==> config.mk <==
export PLATFORM = sky130hd
export DESIGN_NAME = can_controller
export DESIGN_NICKNAME = d
export VERILOG_FILES = /design/src/verilog/can_controller_pkg.sv /design/src/verilog/can_controller.sv
export VERILOG_INCLUDE_DIRS = /design/src /design/src/verilog
export SDC_FILE = /design/constraint.sdc
export NUM_CORES = 1
export LEC_CHECK = 0
export ABC_AREA = 1
export BUFFER_PORTS_ARGS = -buffer_cell sky130_fd_sc_hd__buf_2
export CORE_AREA = 2 2 200 202
export CTS_CLUSTER_DIAMETER = 40
export CTS_CLUSTER_SIZE = 30
export DETAILED_ROUTE_END_ITERATION = 10
export DIE_AREA = 0 0 202 204
export GPL_ROUTABILITY_DRIVEN = 0
export MAX_ROUTING_LAYER = met4
export PLACE_DENSITY_LB_ADDON = 0.12
export REMOVE_ABC_BUFFERS = 1
export SLEW_MARGIN = 15
export SYNTH_ARGS = -nofsm -noshare
export SYNTH_HDL_FRONTEND = slang
export SYNTH_SLANG_ARGS = --single-unit
export TNS_END_PERCENT = 50
==> constraint.sdc <==
create_clock -name clock_i -period 2.22 [get_ports clock_i]
set_input_delay 0.555 -clock clock_i [delete_from_list [all_inputs] [get_ports clock_i]]
set_output_delay 0.555 -clock clock_i [all_outputs]
set_load 0.02 [all_outputs]
==> src/verilog/can_controller_regs.svh <==
// register offsets, field positions, reset values and frame timing counts
`ifndef CAN_CONTROLLER_REGS_SVH
`define CAN_CONTROLLER_REGS_SVH
`define REG_ID       2'h0
`define REG_LFD      2'h1
`define REG_PLO      2'h2
`define REG_PHI      2'h3
`define BIT_EXT      31
`define BIT_RTR      30
`define BIT_RTS      8
`define DIV_LSB      16
`define DIV_MSB      25
`define DIV_RESET    10'h3E7
`define IDLE_BITS    4'hB
`define CRC_POLY     15'h4599
`define CRC_BITS     7'h0F
`define TAIL_BITS    7'h0A
`define ACK_LEFT     7'h09
`define ARB_STD      7'h0D
`define ARB_EXT      7'h21
`define HDR_STD      7'h13
`define HDR_EXT      7'h27
`define STUFF_RUN    3'h5
`define MAX_BYTES    4'h8
`endif

==> src/verilog/can_controller_pkg.sv <==
// types shared by the controller and its receiver core
package can_controller_pkg;
	typedef struct packed {
		logic sof;
		logic id_done;
		logic stuff_err;
		logic crc_err;
		logic frame_ok;
	} rx_event_t;
	typedef struct packed {
		logic        ext;
		logic        rtr;
		logic [28:0] id;
		logic [3:0]  dlc;
		logic [31:0] payload_low_word;
		logic [31:0] payload_high_word;
	} rx_frame_t;
	typedef enum logic [1:0] {TX_IDLE, TX_DATA, TX_CRC, TX_TAIL} tx_state_t;
endpackage : can_controller_pkg

==> src/verilog/can_controller.sv <==
// register file, receiver flags and frame transmitter of the can controller
// How it works
// - two-bit select, separate write and read registers except the send request bit
// - payload registers byte-addressable, little-endian
// - bit 31 picks extended or standard
// - remote request frames carry no payload
// - extended id 28:0, standard id 10:0
// - identifier read clears receiver flags 4-7
// - bits 3:0 hold length code
// - stuffing flag set, cleared by read/start
// - checksum flag holds until identifier read
// - frame-available only for clean frames
// - overwrite on new identifier while available
// - send request bit self-clears at end
// - lost arbitration aborts, sets flag 9
// - later mismatch in data or checksum aborts, sets flag 10
// - acknowledge seen sets flag 11
// - bit time equals clock times divider+1
// - receive, error and transmit interrupts
// - mute receiver after winning, suppress flags
// - eleven recessive bits start pending frame
`include "can_controller_regs.svh"
`timescale 1ns/10ps
`default_nettype none
module can_controller
	import can_controller_pkg::*;
#(
	parameter int BAUD_W = 10
)(
	// clock and reset
	input  wire logic        clock_i,
	input  wire logic        nrst_i,
	// register port
	input  wire logic        cs_i,
	input  wire logic [1:0]  register_select_i,
	input  wire logic [3:0]  byte_sel_i,
	input  wire logic [31:0] wdata_i,
	output logic      [31:0] rdata_o,
	// receiver core
	input  wire rx_event_t   rx_event_i,
	input  wire rx_frame_t   rx_frame_i,
	output logic             rx_mute_o,
	// interrupts
	output logic             irq_rx_o,
	output logic             irq_rxerr_o,
	output logic             irq_tx_o,
	// bus
	input  wire logic        can_rx_i,
	output logic             can_tx_o
);
	if (BAUD_W < 1 || BAUD_W > 10)
	begin : g_bad_width
		$error("BAUD_W must lie in 1..10");
	end

	function automatic logic [31:0] merge(input logic [31:0] old, input logic [31:0] nw,
		input logic [3:0] be);
		logic [31:0] r;
		r = old;
		for (int i = 0; i < 4; i++)
			if (be[i])
				r[8*i +: 8] = nw[8*i +: 8];
		return r;
	endfunction : merge

	function automatic logic [14:0] crc_step(input logic [14:0] c, input logic b);
		return {c[13:0], 1'b0} ^ ((b ^ c[14]) ? `CRC_POLY : 15'h0000);
	endfunction : crc_step

	// write-side registers
	logic [31:0]       tx_id_q, tx_d0_q, tx_d1_q;
	logic [3:0]        tx_dlc_q;
	logic [BAUD_W-1:0] div_q;
	// read-side registers
	rx_frame_t         rx_q;
	logic              stuffing_error_flag_q, crc_q, frame_available_flag_q, overwrite_flag_q;
	logic              rts_q, lost_q, biterr_q, ack_q, armed_q;
	// transmitter
	tx_state_t         st_q;
	logic [102:0]      frame_q;
	logic [6:0]        left_q, bitno_q;
	logic [14:0]       crcv_q;
	logic [2:0]        run_q;
	logic              last_q, stuff_en_q, ack_slot_q, rx_prev_q;
	logic [BAUD_W-1:0] cnt_q;
	logic [3:0]        rec_q;

	// register decode
	wire rd       = cs_i && byte_sel_i == 4'h0;
	wire wr       = cs_i && byte_sel_i != 4'h0;
	wire id_rd    = rd && register_select_i == `REG_ID;
	wire wr_id    = wr && register_select_i == `REG_ID;
	wire wr_lfd   = wr && register_select_i == `REG_LFD;
	wire wr_plo   = wr && register_select_i == `REG_PLO;
	wire wr_phi   = wr && register_select_i == `REG_PHI;
	wire rts_set  = wr_lfd && byte_sel_i[1] && wdata_i[`BIT_RTS];
	wire rts_wclr = wr_lfd && byte_sel_i[1] && !wdata_i[`BIT_RTS] && st_q == TX_IDLE;

	// receiver events other than start of frame are ignored once our own frame is past arbitration
	wire ev_sof   = rx_event_i.sof;
	wire ev_id    = rx_event_i.id_done && !rx_mute_o;
	wire ev_stuffing_error_flag  = rx_event_i.stuff_err && !rx_mute_o;
	wire ev_crc   = rx_event_i.crc_err && !rx_mute_o;
	wire ev_ok    = rx_event_i.frame_ok && !rx_mute_o && !ev_stuffing_error_flag && !ev_crc;

	// set wins over the clearing read
	wire stuffing_error_flag_d   = ev_stuffing_error_flag | (stuffing_error_flag_q & ~id_rd & ~ev_sof);
	wire crc_d    = ev_crc | (crc_q & ~id_rd);
	wire frame_available_flag_d  = ev_ok | (frame_available_flag_q & ~id_rd);
	wire overwrite_flag_d   = (ev_id & frame_available_flag_q) | (overwrite_flag_q & ~id_rd);

	// read selection, write and read sides share only the send request bit
	wire [31:0] rd_id  = {rx_q.ext, rx_q.rtr, 1'b0, rx_q.id};
	wire [31:0] rd_lfd = {20'h00000, ack_q, biterr_q, lost_q, rts_q,
		overwrite_flag_q, frame_available_flag_q, crc_q, stuffing_error_flag_q, rx_q.dlc};
	wire [31:0] rd_mux = register_select_i == `REG_ID  ? rd_id :
		register_select_i == `REG_LFD ? rd_lfd :
		register_select_i == `REG_PLO ? rx_q.payload_low_word : rx_q.payload_high_word;

	// frame assembly
	wire        ext      = tx_id_q[`BIT_EXT];
	wire        rtr      = tx_id_q[`BIT_RTR];
	wire [3:0]  nbytes   = rtr ? 4'h0 : (tx_dlc_q > `MAX_BYTES ? `MAX_BYTES : tx_dlc_q);
	wire [63:0] pay      = {tx_d1_q, tx_d0_q};
	logic [63:0] payload;
	for (genvar i = 0; i < 8; i++)
	begin : g_pay
		assign payload[63-8*i -: 8] = pay[8*i +: 8];
	end
	wire [18:0]  hdr_std = {1'b0, tx_id_q[10:0], rtr, 2'b00, tx_dlc_q};
	wire [38:0]  hdr_ext = {1'b0, tx_id_q[28:18], 2'b11, tx_id_q[17:0], rtr, 2'b00, tx_dlc_q};
	wire [102:0] frame   = ext ? {hdr_ext, payload} : {hdr_std, payload, 20'h00000};
	wire [6:0]   flen    = (ext ? `HDR_EXT : `HDR_STD) + {nbytes, 3'b000};
	wire [6:0]   arb_len = ext ? `ARB_EXT : `ARB_STD;

	// bit timing: free running, re-phased only on the recessive edge while idle
	wire bit_end  = cnt_q == div_q;
	wire sample   = cnt_q == (div_q >> 1);
	wire resync   = st_q == TX_IDLE && !rx_prev_q && can_rx_i;
	wire cts      = rec_q == `IDLE_BITS;
	wire in_arb   = st_q == TX_DATA && bitno_q <= arb_len;
	wire do_stuff = stuff_en_q && run_q == `STUFF_RUN;
	wire mismatch = sample && can_tx_o && !can_rx_i;
	wire checked  = st_q == TX_DATA || st_q == TX_CRC;
	wire nxt_bit  = st_q == TX_DATA ? frame_q[102] : st_q == TX_CRC ? crcv_q[14] : 1'b1;

	always_ff @(posedge clock_i)
	begin
		if (!nrst_i)
		begin
			tx_id_q  <= 32'h00000000;
			tx_d0_q  <= 32'h00000000;
			tx_d1_q  <= 32'h00000000;
			tx_dlc_q <= 4'h0;
			div_q    <= BAUD_W'(`DIV_RESET);
		end
		else
		begin
			if (wr_id)
				tx_id_q <= merge(tx_id_q, wdata_i, byte_sel_i);
			if (wr_plo)
				tx_d0_q <= merge(tx_d0_q, wdata_i, byte_sel_i);
			if (wr_phi)
				tx_d1_q <= merge(tx_d1_q, wdata_i, byte_sel_i);
			if (wr_lfd && byte_sel_i[0])
				tx_dlc_q <= wdata_i[3:0];
			// byte writes only move part of the field, hence the halfword rule
			if (wr_lfd && byte_sel_i[2] && byte_sel_i[3])
				div_q <= BAUD_W'(wdata_i[`DIV_MSB:`DIV_LSB]);
		end
	end

	always_ff @(posedge clock_i)
	begin
		if (!nrst_i)
		begin
			rx_q    <= '0;
			stuffing_error_flag_q  <= 1'b0;
			crc_q   <= 1'b0;
			frame_available_flag_q <= 1'b0;
			overwrite_flag_q  <= 1'b0;
		end
		else
		begin
			stuffing_error_flag_q  <= stuffing_error_flag_d;
			crc_q   <= crc_d;
			frame_available_flag_q <= frame_available_flag_d;
			overwrite_flag_q  <= overwrite_flag_d;
			if (ev_id)
			begin
				rx_q.ext <= rx_frame_i.ext;
				rx_q.rtr <= rx_frame_i.rtr;
				rx_q.id  <= rx_frame_i.id;
			end
			if (ev_ok)
			begin
				rx_q.dlc   <= rx_frame_i.dlc;
				rx_q.payload_low_word <= rx_frame_i.payload_low_word;
				rx_q.payload_high_word <= rx_frame_i.payload_high_word;
			end
		end
	end

	always_ff @(posedge clock_i)
	begin
		if (!nrst_i)
		begin
			cnt_q     <= '0;
			rec_q     <= 4'h0;
			rx_prev_q <= 1'b1;
		end
		else
		begin
			rx_prev_q <= can_rx_i;
			cnt_q     <= (bit_end || resync) ? '0 : cnt_q + 1'b1;
			if (st_q != TX_IDLE || (sample && !can_rx_i))
				rec_q <= 4'h0;
			else if (sample && !cts)
				rec_q <= rec_q + 4'h1;
		end
	end

	always_ff @(posedge clock_i)
	begin
		if (!nrst_i)
		begin
			st_q       <= TX_IDLE;
			frame_q    <= '0;
			left_q     <= 7'h00;
			bitno_q    <= 7'h00;
			crcv_q     <= 15'h0000;
			run_q      <= 3'h0;
			last_q     <= 1'b1;
			stuff_en_q <= 1'b0;
			ack_slot_q <= 1'b0;
			can_tx_o   <= 1'b1;
			rts_q      <= 1'b0;
			lost_q     <= 1'b0;
			biterr_q   <= 1'b0;
			ack_q      <= 1'b0;
			armed_q    <= 1'b0;
		end
		else
		begin
			if (bit_end)
			begin
				case (st_q)
					TX_IDLE:
					begin
						// start of frame goes out on the first boundary after clear-to-send
						if (cts && rts_q)
						begin
							st_q       <= TX_DATA;
							frame_q    <= frame << 1;
							left_q     <= flen - 7'h01;
							bitno_q    <= 7'h01;
							crcv_q     <= crc_step(15'h0000, 1'b0);
							run_q      <= 3'h1;
							last_q     <= 1'b0;
							stuff_en_q <= 1'b1;
							can_tx_o   <= 1'b0;
						end
					end
					TX_DATA, TX_CRC, TX_TAIL:
					begin
						if (do_stuff)
						begin
							can_tx_o <= ~last_q;
							last_q   <= ~last_q;
							run_q    <= 3'h1;
						end
						else
						begin
							can_tx_o   <= nxt_bit;
							last_q     <= nxt_bit;
							run_q      <= (nxt_bit == last_q) ? run_q + 3'h1 : 3'h1;
							left_q     <= left_q - 7'h01;
							ack_slot_q <= st_q == TX_TAIL && left_q == `ACK_LEFT;
							if (st_q == TX_DATA)
							begin
								frame_q <= frame_q << 1;
								crcv_q  <= crc_step(crcv_q, nxt_bit);
								bitno_q <= bitno_q + 7'h01;
							end
							if (st_q == TX_CRC)
								crcv_q <= crcv_q << 1;
							if (st_q == TX_TAIL)
								stuff_en_q <= 1'b0;
							if (left_q == 7'h01)
							begin
								if (st_q == TX_DATA)
								begin
									st_q   <= TX_CRC;
									left_q <= `CRC_BITS;
								end
								else if (st_q == TX_CRC)
								begin
									st_q   <= TX_TAIL;
									left_q <= `TAIL_BITS;
								end
								else
								begin
									st_q  <= TX_IDLE;
									rts_q <= 1'b0;
								end
							end
						end
					end
					default:
						st_q <= TX_IDLE;
				endcase
			end
			if (mismatch && st_q == TX_TAIL && ack_slot_q)
				ack_q <= 1'b1;
			if (mismatch && checked)
			begin
				st_q       <= TX_IDLE;
				can_tx_o   <= 1'b1;
				rts_q      <= 1'b0;
				stuff_en_q <= 1'b0;
				if (in_arb)
					lost_q <= 1'b1;
				else
					biterr_q <= 1'b1;
			end
			if (rts_wclr)
				rts_q <= 1'b0;
			if (rts_set)
			begin
				rts_q    <= 1'b1;
				armed_q  <= 1'b1;
				lost_q   <= 1'b0;
				biterr_q <= 1'b0;
				ack_q    <= 1'b0;
			end
		end
	end

	always_ff @(posedge clock_i)
	begin
		if (!nrst_i)
		begin
			rdata_o     <= 32'h00000000;
			rx_mute_o   <= 1'b0;
			irq_rx_o    <= 1'b0;
			irq_rxerr_o <= 1'b0;
			irq_tx_o    <= 1'b0;
		end
		else
		begin
			rdata_o     <= rd_mux;
			rx_mute_o   <= st_q != TX_IDLE && !in_arb;
			irq_rx_o    <= frame_available_flag_d;
			irq_rxerr_o <= stuffing_error_flag_d | crc_d;
			irq_tx_o    <= armed_q & ~rts_q;
		end
	end
endmodule : can_controller
`default_nettype wire

==> results of run 1 <==
cell families (layout without fill, tap and decap cells):
kind of cell,count (synthesis),after routing,share of synthesized area (%)
AO/OA/AOI/OAI,751,751,23.2
AND/OR/NAND/NOR,748,748,17.7
buffers and inverters,426,630,10.2
flip-flops,407,407,46.8
XOR/XNOR,16,16,0.805
adder cells (fa/ha/maj),18,18,1.34
other,0,7,0
per-stage QoR:
| stage | worst slack [ns] | power, uW | utilization (%) | hold WS, ns |
|---|---|---|---|---|
| 6_report | 0.165 | 18400 | 53.5 | 0.147 |
| 2_1_floorplan | -3.43 | 8320 | - | 0.416 |
| 3_3_place_gp | 0.113 | 8930 | 48.1 | 0.435 |
| 5_1_grt | 0.0178 | 19000 | 53.5 | 0.135 |
| 3_5_place_dp | 0.0727 | 8940 | 48.1 | 0.438 |
| 4_1_cts | 0.0817 | 18500 | 53.4 | 0.120 |
flip-flops by register name, summed over array words and instances (netlist names), 10 cells and up:
register	count
frame_q	102
rx_q	64
rdata_o	32
tx_d0_q	32
tx_d1_q	32
rd_id	31
tx_id_q	31
crcv_q	15
cnt_q	10
div_q	10
routing by layer:
metal | GRT usage (%) | vias to the layer above | share of wire [%]
li1 | - | 8218 | -
met1 | 33.1 | 7651 | 45
met2 | 38.0 | 536 | 43
met3 | 6.25 | 116 | 8.0
met4 | 11.1 | 0 | 4.0
met5 | - | - | 0
cells in the mapped netlist (all sizes together) (11+ instances only):
cell type / instances
dfxtp: 407
o21ai: 391
nor2: 320
nand2: 272
inv: 265
a21oi: 247
clkbuf: 107
nand3: 83
o22ai: 52
o221ai: 49
buf: 48
nor3: 39
nand4: 24
ha: 17
xor2: 11
worst reg2reg max path, delay by kind of cell (launching register included):
| family | cells | cell delay, ns |
|---|---|---|
| AO/OA/AOI/OAI | 2 | 0.37 |
| buffers and inverters | 3 | 0.41 |
| flip-flops | 1 | 0.45 |
| AND/OR/NAND/NOR | 7 | 0.67 |
layout make-up:
cell class | count | area (sq um)
Tap cell | 525 | 657
Inverter | 271 | 1020
Clock buffer | 70 | 1600
Antenna cell | 7 | 17.5
Timing Repair Buffer | 245 | 1520
Sequential cell | 407 | 8150
Multi-Input combinational cell | 1533 | 7530
Clock inverter | 44 | 463
Fill cell | 3789 | 18200
worst min path at each step:
| stage | slack [ns] | endpoint | cells after the start |
|---|---|---|---|
| after floorplan | 0.42 | irq_tx_o$_SDFF_PN0_ | 1 |
| after global placement | 0.44 | frame_q[89]$_SDFFE_PN0P_ | 2 |
| after detailed placement | 0.44 | irq_tx_o$_SDFF_PN0_ | 2 |
| after CTS | 0.12 | rx_q[32]$_SDFFE_PN0P_ | 3 |
| after global routing | 0.13 | rd_id[27]$_SDFFE_PN0P_ | 3 |
| final | 0.15 | rd_id[27]$_SDFFE_PN0P_ | 3 |
timing repair:
| item | 4_1_cts | 5_1_grt |
|---|---|---|
| endpoints found under the hold margin | 0 | 0 |
| resized for setup | 0 | 11 |
| endpoints found under the setup margin | 0 | 68 |
power groups by stage:
stage	logic [uW]	registers, uW	clock network [uW]
detailed placement	1150	7790	0
floorplan	526	7800	0
global placement	1150	7790	0
CTS	1160	7630	9720
finish	1170	7640	9560
global route	1300	7650	10000
==> reports/results.ini, run 1 <==
[routing]
wl_per_cell_um=16.9
vias_per_cell=5.33
drt_pass1_iterations=5
routed-via-count=16500
ant_nets=0
wl_um=52300
dr.first_iter.drc_count=1053
drc=0

[sta]
finalCritPeriodShare_pct=92.6
slew_headroom_pct=66.4
grt_setup_unrepaired=no
finalHoldViolCount=0
setup_viol=0
fin_skew_ns=0.0258
min_period_ns=2.06
fin_setup_tns_ns=0
worst_pin_slew_ns=0.502
slew_violations=0
max_freq_mhz=487

[synth]
synth_top_area_share_pct=46.8
async_flop_share_pct=0
synth_edf_count=0
ys_top_cells_by_area=dfxtp_1 47%, o21ai_0 10%, a21oi_1 7.1%
syn_inst=2366
synth-seq-cells=407
synth_area_sq_um=17400
syn_area_per_cell_sq_um=7.36
synth_top_area_cell=dfxtp_1
seq_area_frac_synth_pct=46.8
ys_warn_count=0
ys.flop_type=dfxtp_1
synth_cell_types=41

[placement]
dp.cells=2981
place_area_sq_um=18900
dpl.hpwl_um=35400
portBuffers=182

[die]
die_y_um=204
start_util_pct=44.5
dieArea_sq_um=41200
rows=73
io-pin-count=183
die_w_um=202
core_sq_um=39200

[clock_tree]
cts_root_buf=clkbuf_16
cts_tree=built
clk_pin_slew_worst_paths_ns=0.06
holdBufCountCts=0
clock_latency_ns=0.63
htree_levels=2
postCtsSetupRepairBufs=0
clock_path_buffers=3
cts_buffers=61
clock-sinks=407

[setup_path]
crit_chain=inv_2, nand2_1, nand2_1, nor2_1, nand2_1, nor2_2, nand2_2, inv_2, nand3_4, buf_12, o21ai_0, a21oi_1
crit_slowest_cell=dfxtp_1
r2r_slack_ns=0.16
rr_startpoint=cnt_q[1]$_SDFF_PP0_
path_delay_family=simple AND/OR/NAND/NOR gates
critPathArrivalTime_ns=2.53
cp-startpoint=cnt_q[1]$_SDFF_PP0_
worstPathMaxFanout=113
worst-path-buf-inv=3
crit_top_cell=nand2_1
cp.required_ns=2.70
cpPeakStageDelay_ns=0.45
worstSetupPathType=register to register
rr_endpoint=frame_q[50]$_SDFFE_PN0P_
rr_worst_depth=12
start_kind=register
endpoint_kind=register
cp_num_cells=12
endpoint=frame_q[50]$_SDFFE_PN0P_

[grt]
grt_pass1_vias=15500
grt_usage_pct=25.6
grt_pass1_wl_um=82300
overflow=0
antenna_found_initial=7
grt_max_degree=114

[power_and_ir_drop]
combPwrFrac_pct=6.4
seqPwrFrac_pct=41.6
ir_drop_v=0.000600
p_leak_uw=0.00860
p_int_uw=13700
power.switching_uw=4700
sw_frac_of_total_pct=25.6
pwr-share-clk_pct=52.1
power_density_nw_per_um2=877

[finish]
drive_gt1_share_pct=14.7
final_cell_mix=406 x dfxtp_1, 341 x o21ai_0, 313 x nor2_1
area_growth_pct=20.3
final_common_cell=dfxtp_1
nets=2683
finalNonFillerCells=3102
design_area_sq_um=20900

[min_path]
hold_path.class=primary input to register
hp-start=rx_frame_i[95]

[run]
maxCapViolations=0

[run_status]
status=finished, final reports clean

No activity file was read; power rests on OpenSTA's default activity.
==> run 2: changes to the inputs <==
--- a/config.mk
+++ b/config.mk
@@ -14,7 +14,6 @@
 export DETAILED_ROUTE_END_ITERATION = 10
 export DIE_AREA = 0 0 202 204
 export GPL_ROUTABILITY_DRIVEN = 0
-export MAX_ROUTING_LAYER = met4
 export PLACE_DENSITY_LB_ADDON = 0.12
 export REMOVE_ABC_BUFFERS = 1
 export SLEW_MARGIN = 15
==> run 2 against run 1 <==
Effect of this change: maximum frequency up 0.20%; utilization barely moved; die area stayed put; sequential share of layout area is essentially flat; wire length is essentially flat.
==> reports/results.ini, run 2 (synthesis gave the netlist of run 1 again) <==
[clock_tree]
clock_latency_ns=0.63  ; about the same
htree_levels=2  ; unchanged
clock_path_buffers=3  ; unchanged
clk_pin_slew_worst_paths_ns=0.06  ; about the same
clock-sinks=407  ; unchanged
postCtsSetupRepairBufs=0  ; unchanged
cts_buffers=61  ; unchanged
cts_tree=built
post_cts_resized=0  ; unchanged
holdBufCountCts=0  ; unchanged
cts_root_buf=clkbuf_16

[finish]
final_cell_mix=406 x dfxtp_1, 341 x o21ai_0, 313 x nor2_1
drive_gt1_share_pct=14.7  ; unchanged
reg_top3=frame_q x102, rx_q x64
area_growth_pct=20.2  ; about the same
final_common_cell=dfxtp_1
nets=2683  ; unchanged
fill_cells=3791  ; +0.053%
largest-register=frame_q
seq_area_sq_um=8150  ; unchanged
multi_input_area_sq_um=7530  ; unchanged
largest_register_ffs=102  ; unchanged

[die]
dieArea_sq_um=41200  ; unchanged
rows=73  ; unchanged
io-pin-count=183  ; unchanged
core_sq_um=39200  ; unchanged
die_y_um=204  ; unchanged
die_w_um=202  ; unchanged
start_util_pct=44.5  ; unchanged

[power_and_ir_drop]
combPwrFrac_pct=6.4  ; about the same
power.switching_uw=4700  ; about the same
ir_drop_v=0.000600  ; about the same
sw_frac_of_total_pct=25.6  ; about the same
power_density_nw_per_um2=877  ; about the same
p_leak_uw=0.00860  ; about the same
pwr-share-clk_pct=52.0  ; about the same
p_int_uw=13700  ; about the same
seqPwrFrac_pct=41.6  ; about the same
power_uw=18400  ; about the same

[sta]
finalHoldViolCount=0  ; unchanged
hold_slack_ns=0.149  ; +0.00192 ns
min_period_ns=2.05  ; -0.00408 ns
grt_setup_unrepaired=no
slew_headroom_pct=65.5  ; -0.87 points
worst_pin_slew_ns=0.515  ; +0.0130 ns
max_freq_mhz=487  ; +0.20%
slew_violations=0  ; unchanged
setup_viol=0  ; unchanged
fin_skew_ns=0.0259  ; +0.000133 ns
finalCritPeriodShare_pct=92.4  ; -0.18 points

[routing]
drt_pass1_iterations=6  ; +1
routed-via-count=16500  ; -0.036%
wl_per_cell_um=16.9  ; +0.29%
drc=0  ; unchanged
ant_nets=0  ; unchanged
wl_um=52300  ; about the same
dr.first_iter.drc_count=1066  ; +1.2%
vias_per_cell=5.33  ; +0.16%

[min_path]
hp-start=rx_frame_i[32]
hold_path.class=primary input to register
hold_depth=3  ; unchanged
holdPathEnd=rx_q[32]$_SDFFE_PN0P_

[run_status]
status=finished, final reports clean

[setup_path]
start_kind=register
rr_worst_depth=9  ; -3
r2r_slack_ns=0.17  ; about the same
rr_endpoint=frame_q[50]$_SDFFE_PN0P_
crit_chain=ha_1, nand3_1, o21ai_1, inv_1, nor2_4, nand3_4, buf_12, o21ai_0, a21oi_1
endpoint_kind=register
worstPathMaxFanout=113  ; unchanged
worstSetupPathType=register to register
cp.required_ns=2.70  ; about the same
rr_startpoint=rec_q[0]$_SDFFE_PP0P_
cpPeakStageDelay_ns=0.36  ; -0.09 ns
critPathArrivalTime_ns=2.53  ; about the same
crit_slowest_cell=dfxtp_1

[placement]
dpl.hpwl_um=35400  ; unchanged
portBuffers=182  ; unchanged

[run]
maxCapViolations=0  ; unchanged

[grt]
grt_pass1_wl_um=82300  ; about the same
overflow=0  ; unchanged
antenna_found_initial=8  ; +1
grt_usage_pct=24.8  ; -0.75 points
grt_pass1_vias=15500  ; +0.026%
grt_max_degree=114  ; unchanged

## run 2: cell types whose count changed in the layout (fill, tap and decap cells not counted)
cell / change
diode_2: -6
## run 2: power groups by stage
stage / sequential [uW] / clock, uW / combinational [uW]
final: 7640 / 9560 / 1170
after global routing: 7650 / 10000 / 1300
after CTS: 7630 / 9720 / 1160
after detailed placement: 7790 / 0 / 1150
after global placement: 7790 / 0 / 1150
after floorplan: 7800 / 0 / 526
## run 2: worst max-delay path by stage
stage                     cells after the start  slack [ns]             startpoint                  endpoint
after detailed placement                     10        0.07          byte_sel_i[0]        ack_q$_SDFFE_PP0P_
after global placement                       10        0.11          byte_sel_i[0]     biterr_q$_SDFFE_PP0P_
final                                         9        0.17  rec_q[0]$_SDFFE_PP0P_  frame_q[50]$_SDFFE_PN0P_
after CTS                                     9        0.08  rec_q[0]$_SDFFE_PP0P_  frame_q[38]$_SDFFE_PN0P_
after global routing                         12        0.02    cnt_q[1]$_SDFF_PP0_  frame_q[55]$_SDFFE_PN0P_
after floorplan                               8       -3.43   st_q[0]$_SDFFE_PP0P_  frame_q[69]$_SDFFE_PN0P_
## run 2: critical path, delay by kind of cell (launching register included)
kind / cells / cell delay (ns)
AOI/OAI and AO/OA: 3 / 0.47
adders and majority gates: 1 / 0.20
buffers and inverters: 2 / 0.35
DFF: 1 / 0.36
and+or+nand+nor: 3 / 0.44
## run 2: per-layer routing
metal	vias up	global-route usage, %	wire, um
met1	7645	32.8	23400
li1	8208	-	-
met2	529	38.0	22400
met3	119	6.62	4340
met5	-	0	103
met4	14	11.2	2060
## run 2: metrics by stage
stage / std cells / setup slack (ns) / TNS, ns / instance area, sq um / util (%)
finish: 3096 / 0.169 / 0 / 20900 / 53.4
global placement: 2981 / 0.113 / 0 / 18900 / 48.1
floorplan: 2211 / -3.43 / -467.08 / 16700 / -
detailed placement: 2981 / 0.0727 / 0 / 18900 / 48.1
CTS: 3095 / 0.0817 / 0 / 20900 / 53.4
global route: 3096 / 0.0178 / 0 / 20900 / 53.4
## run 2: area by class of cell
type,count,area share [%]
flip-flops and latches,407,38.9
inverters,271,4.87
repair buffers,245,7.25
diodes,1,0.0120
clock inverters,44,2.21
multi-input cells,1533,36.0
clock buffers,70,7.64
well taps,525,3.14
==> run 3: changes to the inputs <==
==> constraint.sdc (replaced) <==
create_clock -name clock_i -period 1.79 [get_ports clock_i]
set_input_delay 0.4475 -clock clock_i [delete_from_list [all_inputs] [get_ports clock_i]]
set_output_delay 0.4475 -clock clock_i [all_outputs]
set_load 0.02 [all_outputs]
==> run 3 against run 2 <==
Effect of this change: the run now ends with setup timing left; critical path depth up 4; cell area up 7.9%; combinational power up 39%; maximum frequency up 11%; sequential power up 24%; via count up 2.8%; die area unchanged; critical path type unchanged; register-to-register slack worse by 0.23 ns; clock power up 24%; hold slack worse by 0.10 ns.
==> reports/results.ini, run 3 (synthesis gave the netlist of run 1 again) <==
[run_status]
status=finished, violations left
violations=setup timing

[sta]
fin_skew_ns=0.0290  ; +0.00304 ns
finalCritPeriodShare_pct=104  ; +11 points
finalHoldViolCount=0  ; unchanged
slew_headroom_pct=65.2  ; -0.28 points
max_freq_mhz=540  ; +11%
setup_viol=61  ; +61
fin_setup_tns_ns=-1.56  ; -1.56 ns
min_period_ns=1.85  ; -0.198 ns
worst_pin_slew_ns=0.520  ; +0.00415 ns
grt_setup_unrepaired=yes
layout_setup_ws_ns=-0.0632  ; -0.232 ns
slew_violations=0  ; unchanged

[grt]
overflow=0  ; unchanged
grt_pass1_wl_um=86000  ; +4.5%
antenna_found_initial=4  ; -4
grt_max_degree=46  ; -60%
grt_usage_pct=25.9  ; +1.1 points
grt_pass1_vias=16100  ; +4.1%

[placement]
detailedPlace.worstSlack_ns=-0.198  ; -0.270 ns
portBuffers=182  ; unchanged
dpl.hpwl_um=37600  ; +6.1%

[die]
core_sq_um=39200  ; unchanged
rows=73  ; unchanged
die_y_um=204  ; unchanged
die_w_um=202  ; unchanged
start_util_pct=44.5  ; unchanged
io-pin-count=183  ; unchanged
dieArea_sq_um=41200  ; unchanged

[clock_tree]
clk_pin_slew_worst_paths_ns=0.07  ; about the same
cts_tree=built
htree_levels=2  ; unchanged
clock_latency_ns=0.62  ; about the same
cts_root_buf=clkbuf_16
cts_buffers=60  ; -1.6%
clock-sinks=407  ; unchanged
clock_path_buffers=3  ; unchanged

[finish]
area_growth_pct=29.7
largest_register_ffs=102  ; unchanged
reg_top3=frame_q x102, rx_q x64
final_cell_mix=390 x dfxtp_1, 307 x nor2_1, 284 x o21ai_0
seq_area_sq_um=8180  ; +0.34%
fill_cells=3678  ; -3.0%
final_util_pct=57.7  ; +4.2 points
drive_gt1_share_pct=22.5  ; +7.8 points
multi_input_area_sq_um=7930  ; +5.4%
largest-register=frame_q
nets=2786  ; +3.8%
final_common_cell=dfxtp_1

[setup_path]
worstPathMaxFanout=17  ; -85%
cpPeakStageDelay_ns=0.35  ; about the same
path_delay_family=simple AND/OR/NAND/NOR gates
crit_slowest_cell=dfxtp_2
critPathArrivalTime_ns=2.36  ; -0.17 ns
crit_top_cell=nand2_1
cp.required_ns=2.29  ; -0.41 ns
endpoint_kind=register
crit_chain=inv_1, nand2_1, nand2_1, nor2_1, nand2_1, nor2_4, nand2_2, inv_4, nand3_4, clkbuf_16, buf_16, o21ai_1, a21oi_1
start_kind=register
worst-path-buf-inv=4  ; +2
worstSetupPathType=register to register

[power_and_ir_drop]
power_density_nw_per_um2=1020  ; +16%
ir_drop_v=0.000843  ; +40%
p_leak_uw=0.00942  ; +9.6%
power_uw=23000  ; +25%

[routing]
drt_pass1_iterations=5  ; -1
wl_per_cell_um=17.3  ; +2.6%
routed-via-count=17000  ; +2.8%
drc=0  ; unchanged
ant_nets=0  ; unchanged
vias_per_cell=5.31  ; -0.49%
wl_um=55400  ; +5.9%
dr.first_iter.drc_count=1025  ; -3.8%

[run]
maxCapViolations=0  ; unchanged

[min_path]
hold_path.class=primary input to register

## run 3: changes by cell type in the layout (fill, tap and decap cells not counted), sizes merged
cell,change
buf,+99
clkinvlp,-9
inv,+9
clkbuf,+6
bufinv,-2
clkinv,-1
## run 3: path summary, 6_finish.rpt
check                                start                       end  cells after the start  slack [ns]
setup reg to reg     div_q[3]$_SDFFE_PN0P_  frame_q[76]$_SDFFE_PN0P_                     13       -0.06
hold reg to reg   frame_q[88]$_SDFFE_PN0P_  frame_q[88]$_SDFFE_PN0P_                      2        0.45
setup / recovery     div_q[3]$_SDFFE_PN0P_  frame_q[76]$_SDFFE_PN0P_                     13       -0.06
hold / removal              rx_frame_i[26]     rx_q[26]$_SDFFE_PN0P_                      3        0.05
## run 3: where the power goes
part / switching [uW] / internal, uW
clock: 4860 / 7070
combinational: 1020 / 612
sequential: 140 / 9330
total: 6020 / 17000
## run 3: through the flow
stage	instances	hold WS, ns	instance area, sq um
6_report	3198	0.0469	22600
3_3_place_gp	3078	0.436	19900
3_5_place_dp	3078	0.445	19900
5_1_grt	3198	0.0373	22600
4_1_cts	3190	0.0187	22000
2_1_floorplan	2211	0.416	16700
## run 3: worst register-to-register path, cell delays in order (launching register included)
cell and delay, ns:
dfxtp_2 0.35, inv_1 0.06, nand2_1 0.05, nand2_1 0.05, nor2_1 0.10, nand2_1 0.10, nor2_4 0.13, nand2_2 0.09
inv_4 0.08, nand3_4 0.13, clkbuf_16 0.25, buf_16 0.18, o21ai_1 0.14, a21oi_1 0.05
## run 3: metal layers
metal  vias to the layer above  track usage [%]  wire [um]
li1                       8411                -          -
met1                      7835             35.0      24600
met2                       597             40.6      24700
met3                       126             5.71       4240
met4                         6             9.32       1790
met5                         -                0         33
## run 3: layout make-up
class / count / area share, %
Clock inverter: 41 / 1.92
Multi-Input combinational cell: 1533 / 35.1
Inverter: 271 / 4.53
Sequential cell: 407 / 36.2
Timing Repair Buffer: 349 / 12.1
Tap cell: 525 / 2.91
Clock buffer: 71 / 7.28
Antenna cell: 1 / 0.0111
## run 3: timing repair
| item | 4_1_cts | 5_1_grt |
|---|---|---|
| resized for setup | 31 | 183 |
| pin swaps | 0 | 3 |
| gates cloned | 0 | 6 |
| setup buffers | 0 | 1 |
| hold buffers | 0 | 0 |
| setup endpoints to repair | 121 | 144 |
